### src/bcirq_pkg.sv
// Purpose: Constants for the controller interrupt register block
// Assumes: 16-bit host register port, word offsets
// Notes:   Bits 12..0 are carried as generic event inputs
package bcirq_pkg;
   localparam int          BCIRQ_W           = 16;
   localparam int          BCIRQ_AW          = 8;
   localparam logic [7:0]  BCIRQ_OFS_PENDING = 8'h07;
   localparam logic [7:0]  BCIRQ_OFS_ENABLE  = 8'h10;
   localparam logic [7:0]  BCIRQ_OFS_OUTEN   = 8'h14;
   localparam logic [15:0] BCIRQ_RST_VAL     = 16'h0000;
   localparam int          BCIRQ_BIT_FRAME   = 15;
   localparam int          BCIRQ_BIT_SELECTED = 14;
   localparam int          BCIRQ_BIT_GPQ     = 13;
   localparam int          BCIRQ_END_SEL_BIT = 4;
   localparam int          BCIRQ_GPQ_DEPTH   = 64;
endpackage

### src/bcirq_regs.sv
// Purpose: Enable, pending and output-enable registers of the bus controller
// Assumes: Events are one-cycle pulses synchronous to I_CLOCK
// Notes:   Interrupt output is raised at message completion, or at once by I_OTHER_IRQ
//
// Functional notes
// - An event source is enabled only while its enable bit is one.
// - Disabled events set no pending bit, no log entry, no interrupt.
// - Events before enabling are never recognised afterwards.
// - Enabled events set pending bit and pulse a log-buffer write.
// - Any new pending bit sets the summary pending output bit.
// - Interrupt output asserts at message completion, not at event time.
// - Events without output enable update pending, summary and log only.
// - One bit position means the same event in all three registers.
// - Bit 15 is the frame timer expiry event.
// - Bit 14 is completion of a message with end-of-message select.
// - Bit 13 is the 64-word queue pointer wrapping to base.
// - Reading the pending register returns it, then clears it.
// - New events are ORed into pending, keeping earlier bits.
// - One shared interrupt output, combined with other gated sources.
`timescale 1ns/1ps
`default_nettype none
module bcirq_regs
   import bcirq_pkg::*;
#(
   parameter int GPQ_DEPTH = BCIRQ_GPQ_DEPTH
) (
   input  wire logic                I_CLOCK,
   input  wire logic                I_RST,
   input  wire logic [BCIRQ_AW-1:0] I_ADDR,
   input  wire logic                I_WR,
   input  wire logic                I_RD,
   input  wire logic [BCIRQ_W-1:0]  I_WDATA,
   output logic      [BCIRQ_W-1:0]  O_RDATA,
   input  wire logic                I_FRAME_TIMER_EXPIRED,
   input  wire logic                I_MSG_DONE,
   input  wire logic [BCIRQ_W-1:0]  I_MSG_CTRL_WORD,
   input  wire logic                I_GPQ_PTR_ADVANCE,
   input  wire logic [12:0]         I_OTHER_EVENTS,
   input  wire logic                I_OTHER_IRQ,
   output logic                     O_LOG_WRITE,
   output logic      [BCIRQ_W-1:0]  O_LOG_BITS,
   output logic                     O_CONTROLLER_SUMMARY_PENDING,
   output logic                     O_IRQ
);

   ////////////////////////////////////////////////////////////////////
   // Local sizes
   // Pointer width follows the queue depth, so a shortened queue still wraps
   localparam int               PTR_W    = (GPQ_DEPTH > 1) ? $clog2(GPQ_DEPTH) : 1;
   localparam logic [PTR_W-1:0] PTR_LAST = PTR_W'(GPQ_DEPTH - 1);
   localparam logic [PTR_W-1:0] PTR_STEP = PTR_W'(1);
   localparam logic [PTR_W-1:0] PTR_BASE = '0;
   // Generic event inputs fill the bits below the queue wrap bit
   localparam int               OTHER_W  = BCIRQ_BIT_GPQ;

   ////////////////////////////////////////////////////////////////////
   // Configuration and status storage
   logic [BCIRQ_W-1:0] enable_r;
   logic [BCIRQ_W-1:0] outen_r;
   logic [BCIRQ_W-1:0] pending_r;
   logic [BCIRQ_W-1:0] rdata_r;
   logic [PTR_W-1:0]   gpq_ptr_r;
   logic               irq_r;
   logic               summary_r;
   logic               log_wr_r;
   logic [BCIRQ_W-1:0] log_bits_r;

   // Next values and decoded strobes
   logic [BCIRQ_W-1:0] pending_nxt;
   logic [BCIRQ_W-1:0] pend_keep;
   logic [BCIRQ_W-1:0] rdata_nxt;
   logic [PTR_W-1:0]   gpq_ptr_nxt;
   logic               irq_nxt;
   logic               summary_nxt;
   logic               log_wr_nxt;
   logic [BCIRQ_W-1:0] raw_ev;
   logic [BCIRQ_W-1:0] ev;
   logic               sel_pend;
   logic               sel_en;
   logic               sel_oe;
   logic               wr_en;
   logic               wr_oe;
   logic               rd_pend;
   logic               gpq_last;
   logic               gpq_wrap;
   logic               sel_msg_done;
   logic               hi_pend;

   ////////////////////////////////////////////////////////////////////
   // Register hit, shared by the write and the read paths
   function automatic logic reg_hit(input logic [BCIRQ_AW-1:0] addr,
                                    input logic [BCIRQ_AW-1:0] ofs);
      reg_hit = (addr == ofs);
   endfunction

   // Register decode
   assign sel_pend = reg_hit(I_ADDR, BCIRQ_OFS_PENDING);
   assign sel_en   = reg_hit(I_ADDR, BCIRQ_OFS_ENABLE);
   assign sel_oe   = reg_hit(I_ADDR, BCIRQ_OFS_OUTEN);

   // Qualified strobes; writes to the pending register fall through unused
   assign wr_en   = I_WR & sel_en;
   assign wr_oe   = I_WR & sel_oe;
   assign rd_pend = I_RD & sel_pend;

   ////////////////////////////////////////////////////////////////////
   // Queue pointer: wraps from its last word back to base
   assign gpq_last    = (gpq_ptr_r == PTR_LAST);
   assign gpq_wrap    = I_GPQ_PTR_ADVANCE & gpq_last;
   assign gpq_ptr_nxt = !I_GPQ_PTR_ADVANCE ? gpq_ptr_r :
                        gpq_last           ? PTR_BASE  : gpq_ptr_r + PTR_STEP;

   ////////////////////////////////////////////////////////////////////
   // shared bit map
   assign sel_msg_done               = I_MSG_DONE & I_MSG_CTRL_WORD[BCIRQ_END_SEL_BIT];
   assign raw_ev[BCIRQ_BIT_FRAME]    = I_FRAME_TIMER_EXPIRED;
   assign raw_ev[BCIRQ_BIT_SELECTED] = sel_msg_done;
   assign raw_ev[BCIRQ_BIT_GPQ]      = gpq_wrap;
   assign raw_ev[OTHER_W-1:0]        = I_OTHER_EVENTS;

   ////////////////////////////////////////////////////////////////////
   // enable gating
   // OR into pending
   // Raw events are never stored, so a late enable sees no history
   // Set wins over the read clear in the same cycle, so no event is lost
   for (genvar gi = 0; gi < BCIRQ_W; gi++) begin : g_bit
      assign ev[gi]          = raw_ev[gi] & enable_r[gi];
      assign pend_keep[gi]   = rd_pend ? 1'b0 : pending_r[gi];
      assign pending_nxt[gi] = pend_keep[gi] | ev[gi];
   end

   ////////////////////////////////////////////////////////////////////
   // summary pending bit
   // Summary follows the pending word, so it clears once pending is read empty
   assign summary_nxt = |pending_nxt;

   assign log_wr_nxt = |ev;

   assign hi_pend = |(pending_nxt & outen_r);
   assign irq_nxt = !hi_pend   ? 1'b0 :
                    I_MSG_DONE ? 1'b1 : irq_r;

   // Read data is captured on the read edge and stands until the next read
   // Unmapped addresses read zero
   assign rdata_nxt = !I_RD    ? rdata_r   :
                      sel_pend ? pending_r :
                      sel_en   ? enable_r  :
                      sel_oe   ? outen_r   : BCIRQ_RST_VAL;

   ////////////////////////////////////////////////////////////////////
   // Host-written configuration
   always_ff @(posedge I_CLOCK or posedge I_RST) begin
      if (I_RST) begin
         enable_r <= BCIRQ_RST_VAL;
         outen_r  <= BCIRQ_RST_VAL;
      end else begin
         if (wr_en) enable_r <= I_WDATA;
         if (wr_oe) outen_r  <= I_WDATA;
      end
   end

   always_ff @(posedge I_CLOCK or posedge I_RST) begin
      if (I_RST) begin
         pending_r  <= BCIRQ_RST_VAL;
         log_wr_r   <= 1'b0;
         log_bits_r <= BCIRQ_RST_VAL;
         rdata_r    <= BCIRQ_RST_VAL;
      end else begin
         pending_r  <= pending_nxt;
         log_wr_r   <= log_wr_nxt;
         log_bits_r <= ev;
         rdata_r    <= rdata_nxt;
      end
   end

   // Queue pointer tracks the circular queue position
   always_ff @(posedge I_CLOCK or posedge I_RST) begin
      if (I_RST) begin
         gpq_ptr_r <= PTR_BASE;
      end else begin
         gpq_ptr_r <= gpq_ptr_nxt;
      end
   end

   always_ff @(posedge I_CLOCK or posedge I_RST) begin
      if (I_RST) begin
         summary_r <= 1'b0;
      end else begin
         summary_r <= summary_nxt;
      end
   end

   always_ff @(posedge I_CLOCK or posedge I_RST) begin
      if (I_RST) begin
         irq_r <= 1'b0;
      end else begin
         irq_r <= irq_nxt;
      end
   end

   ////////////////////////////////////////////////////////////////////
   // shared interrupt line
   // Other sources arrive already gated by their own output-enable registers
   assign O_IRQ                        = irq_r | I_OTHER_IRQ;
   assign O_RDATA                      = rdata_r;
   assign O_LOG_WRITE                  = log_wr_r;
   assign O_LOG_BITS                   = log_bits_r;
   assign O_CONTROLLER_SUMMARY_PENDING = summary_r;

endmodule
`default_nettype wire

### config.mk
export PLATFORM = sky130hd
export DESIGN_NAME = bcirq_regs
export DESIGN_NICKNAME = d
export VERILOG_FILES = /design/src/bcirq_pkg.sv /design/src/bcirq_regs.sv
export SDC_FILE = /design/constraint.sdc
export NUM_CORES = 1
export LEC_CHECK = 0
export ABC_AREA = 1
export BUFFER_PORTS_ARGS = -buffer_cell sky130_fd_sc_hd__buf_2
export CELL_PAD_IN_SITES_DETAIL_PLACEMENT = 0
export CELL_PAD_IN_SITES_GLOBAL_PLACEMENT = 1
export CORE_ASPECT_RATIO = 2
export CORE_MARGIN = 3
export CORE_UTILIZATION = 42
export CTS_CLUSTER_DIAMETER = 120
export DETAILED_ROUTE_END_ITERATION = 7
export PLACE_DENSITY_LB_ADDON = 0.1
export SYNTH_ARGS = -nofsm -noshare
export SYNTH_HDL_FRONTEND = slang
export SYNTH_SLANG_ARGS = --single-unit
export TNS_END_PERCENT = 10
### constraint.sdc
create_clock -name I_CLOCK -period 6.7 [get_ports I_CLOCK]
set_input_delay 1.34 -clock I_CLOCK [delete_from_list [all_inputs] [get_ports I_CLOCK]]
set_output_delay 1.34 -clock I_CLOCK [all_outputs]
set_load 0.05 [all_outputs]
==> qor.log <==
qor: cells_and_area.final_layout_size_suffix_gt1_frac 0.252
qor: route.wl 10,000 um
qor: synthesis.synth-seq-area-share 0.579
qor: critical_path.crit_chain buf_2 > inv_1 > nand2_1 > nor3_4 > nand2_1 > inv_2 > nand2_2 > o21ai_0
qor: critical_path.cp_max_fo 32
qor: global_routing.antenna_found_initial 0
qor: pwr.totalPowerFinal 1.45 mW
qor: pwr.static-leakage-power 2.47 nW
qor: synthesis.synth_ff_type sky130_fd_sc_hd__dfrtp_1
qor: clocking.clock-sinks 89
qor: clocking.cts_tree yes
qor: die.top_level_ports 96
qor: cells_and_area.final_common_cell sky130_fd_sc_hd__nand2_1
qor: clocking.worst_setup_hold_path_clk_slew 0.06 ns
qor: cells_and_area.syn_to_final_growth 20.7%
qor: critical_path.stage_delay_of_the_slowest_cell_on_the_critical_path 0.73 ns
qor: synthesis.synth_area_per_cell 8.99 um^2
qor: synthesis.top_area_cells_in_the_synthesized_netlist sky130_fd_sc_hd__dfrtp_1 (58%), sky130_fd_sc_hd__nand2_1 (11%), sky130_fd_sc_hd__nand3_1 (4.8%)
qor: critical_path.critPathRequiredTime 6.95 ns
qor: placed_design.post-dp-hpwl 6980 um
qor: cells_and_area.final_cell_area 0.00464 mm^2
qor: route.firstDrtPassIters 4
qor: sta.worst_clock_skew 0.00477 ns
qor: hold_path.timing.hold.worst.class reg -> reg
qor: clocking.clock_tree.root_cell sky130_fd_sc_hd__clkbuf_16
qor: global_routing.grt_start_max_net_pins 80
qor: pwr.sequential_share_of_power 0.454
qor: critical_path.cp_data_arrival_time 3.60 ns
qor: run.maxCapViolations 0
qor: synthesis.post_synth_inst_count 428
qor: die.core.rowCount 48
qor: synthesis.synth_edf_count 0
qor: global_routing.gr-total-overflow 0
qor: sta.timing_worst_slew_pin_value 1.01 ns
qor: sta.slew_headroom 0.328
qor: global_routing.gr-usage-all-layers 0.206
qor: sta.rsz0062_at_grt no
qor: pwr.ir_worst_vdd 186 uV
qor: cells_and_area.final_cell_mix sky130_fd_sc_hd__nand2_1 (114), sky130_fd_sc_hd__dfrtp_1 (89), sky130_fd_sc_hd__buf_2 (80)
qor: route.drt-wirelength-per-cell 16.4 um
qor: clocking.number_of_setup_buffers_added_after_cts 0
qor: die.initial_core_util 0.439
qor: die.die_h 141 um
qor: clocking.postCtsResizedCells 0
qor: clocking.worstSkewPairLatency 0.35 ns
qor: route.detailedRoute.firstIterationViolations 209
qor: synthesis.synth.ff_latch_count 89
qor: synthesis.yosys.area.top_type sky130_fd_sc_hd__dfrtp_1
qor: placed_design.placement.cell_area 0.00431 mm^2
qor: critical_path.critPathMostFrequentCell sky130_fd_sc_hd__nand2_1
qor: pwr.combinationalPowerShare 0.163
qor: critical_path.crit_type in -> reg
qor: synthesis.synth_cell_type_count 29
qor: synthesis.asyncSetResetFlopFracSynth 1.00
qor: clocking.cts_max_level 3
qor: pwr.cell_area_power_density 311 mW/mm^2
qor: route.antenna_violating_nets_post_route 0
qor: status.status completed
qor: route.route.detailed.vias_per_inst 5.16
qor: placed_design.port_buffers 80
qor: pwr.p_sw_frac 0.288
qor: sta.report.final.slew_viol_count 0
qor: placed_design.routabilityCongestion 0.792
qor: die.floorplan.core_area 0.00877 mm^2
qor: die.die_x 73.7 um
qor: critical_path.startpoint_type input port
qor: sta.post-route-min-period 3.34 ns
qor: global_routing.grt_pass1_wl 16,000 um
qor: die.die_area 0.0104 mm^2
qor: pwr.share_of_power_burned_in_the_clock_network 0.384
qor: global_routing.number_of_global_route_vias_before_repair 3,081
qor: synthesis.syn-cell-area 0.00385 mm^2
qor: cells_and_area.final_core_utilization 0.530
qor: route.detailroute.via_count 3,155
qor: sta.final.period_utilization 0.499
qor: synthesis.number_of_warnings_issued_by_yosys 0
qor: cells_and_area.final_net_count 568
qor: synthesis.yosysTopAreaCellShare 0.579
qor: cells_and_area.antenna_cells_inserted 0
qor: clocking.cts.hold.buffers_added 0
qor: critical_path.critical-path-slowest-cell sky130_fd_sc_hd__nor3_4
qor: pwr.internal_power 1.03 mW
qor: sta.max_clock_freq 299 MHz
qor: critical_path.capturing_element_type_of_the_critical_path flip-flop
qor: sta.number_of_hold_violations_in_the_final_report 0
qor: sta.whs 0.488 ns
qor: route.drc 0
qor: sta.report.final.setup_viol 0
qor: clocking.cts_buffers 9
qor: pwr.power_switching 0.416 mW
qor: clocking.cts_max_path_buffers 2
qor: sta.finalSetupTns 0 ns
qor: synthesis.synthesis.nets 490
## power groups by stage
stage,clock network (mW),registers [mW],logic [mW]
global route,0.586,0.666,0.264
detailed placement,0,0.665,0.238
CTS,0.562,0.656,0.239
finish,0.555,0.656,0.236
global placement,0,0.662,0.232
floorplan,0,0.692,0.137
## worst max-delay path, delay by kind of cell
family | cells | cell delay (ns)
AO/OA/AOI/OAI | 1 | 0.31
buffers and inverters | 3 | 0.48
AND/OR/NAND/NOR | 4 | 1.45
## synthesized netlist by cell type (2+ instances only)
| cell type | count |
|---|---|
| sky130_fd_sc_hd__inv_1 | 44 |
| sky130_fd_sc_hd__nor4_1 | 4 |
| sky130_fd_sc_hd__o21ai_1 | 8 |
| sky130_fd_sc_hd__nor3_4 | 2 |
| sky130_fd_sc_hd__nor3_1 | 2 |
| sky130_fd_sc_hd__buf_4 | 2 |
| sky130_fd_sc_hd__clkbuf_1 | 6 |
| sky130_fd_sc_hd__o21ai_0 | 25 |
| sky130_fd_sc_hd__a21oi_1 | 3 |
| sky130_fd_sc_hd__dfrtp_1 | 89 |
| sky130_fd_sc_hd__a41oi_1 | 16 |
| sky130_fd_sc_hd__nand2_1 | 114 |
| sky130_fd_sc_hd__nor2_1 | 33 |
| sky130_fd_sc_hd__nand2_2 | 20 |
| sky130_fd_sc_hd__xor2_1 | 2 |
| sky130_fd_sc_hd__nand4_1 | 2 |
| sky130_fd_sc_hd__inv_2 | 2 |
| sky130_fd_sc_hd__buf_2 | 7 |
| sky130_fd_sc_hd__nand3_1 | 37 |
## cells by family (layout without fill, tap and decap cells)
family / Yosys count / after routing / synth area share
buffers and inverters: 62 / 145 / 0.0667
adder cells (fa/ha/maj): 1 / 1 / 0.00325
AO/OA/AOI/OAI: 53 / 53 / 0.0849
AND/OR/NAND/NOR: 221 / 221 / 0.262
XOR/XNOR: 2 / 2 / 0.00455
flip-flops: 89 / 89 / 0.579
## stage by stage
stage | setup WS, ns | instances
floorplan | 3.05 | 428
global placement | 3.02 | 595
detailed placement | 2.98 | 595
CTS | 3.36 | 611
global route | 3.06 | 611
finish | 3.36 | 611
## area by class of cell
| class | instances | area [um^2] |
|---|---|---|
| tap | 100 | 125 |
| multi-input combinational | 277 | 1360 |
| timing repair buffer | 83 | 423 |
| sequential | 89 | 2230 |
| clock buffer | 11 | 253 |
| clock inverter | 5 | 77.6 |
| inverter | 46 | 174 |
| fill | 859 | 4130 |
## registers in the layout, summed over array words and instances (netlist names)
register,flops
O_RDATA,16
gpq_ptr_r,6
enable_r,16
O_LOG_BITS,16
O_LOG_WRITE,1
pending_r,16
irq_r,1
O_CONTROLLER_SUMMARY_PENDING,1
outen_r,16
## path summary, 6_finish.rpt
path                               from  slack (ns)  depth (start not counted)       endpoint
max                           I_ADDR[6]        3.36                          8     outen_r[7]
max in group asynchronous         I_RST        4.57                          3  pending_r[10]
max reg2reg                gpq_ptr_r[0]        4.99                         11          irq_r
min                        gpq_ptr_r[4]        0.49                          1   gpq_ptr_r[4]
min reg2reg                gpq_ptr_r[4]        0.49                          1   gpq_ptr_r[4]
min in group asynchronous         I_RST        0.88                          2  O_LOG_BITS[4]
## metal layers
layer	up-vias	track usage	wire [um]
met5	-	0	0
met4	0	0.0946	226
met3	16	0.0333	615
met2	112	0.352	5320
met1	1488	0.247	3880
li1	1539	-	-
(Power assumes the default switching activity.)
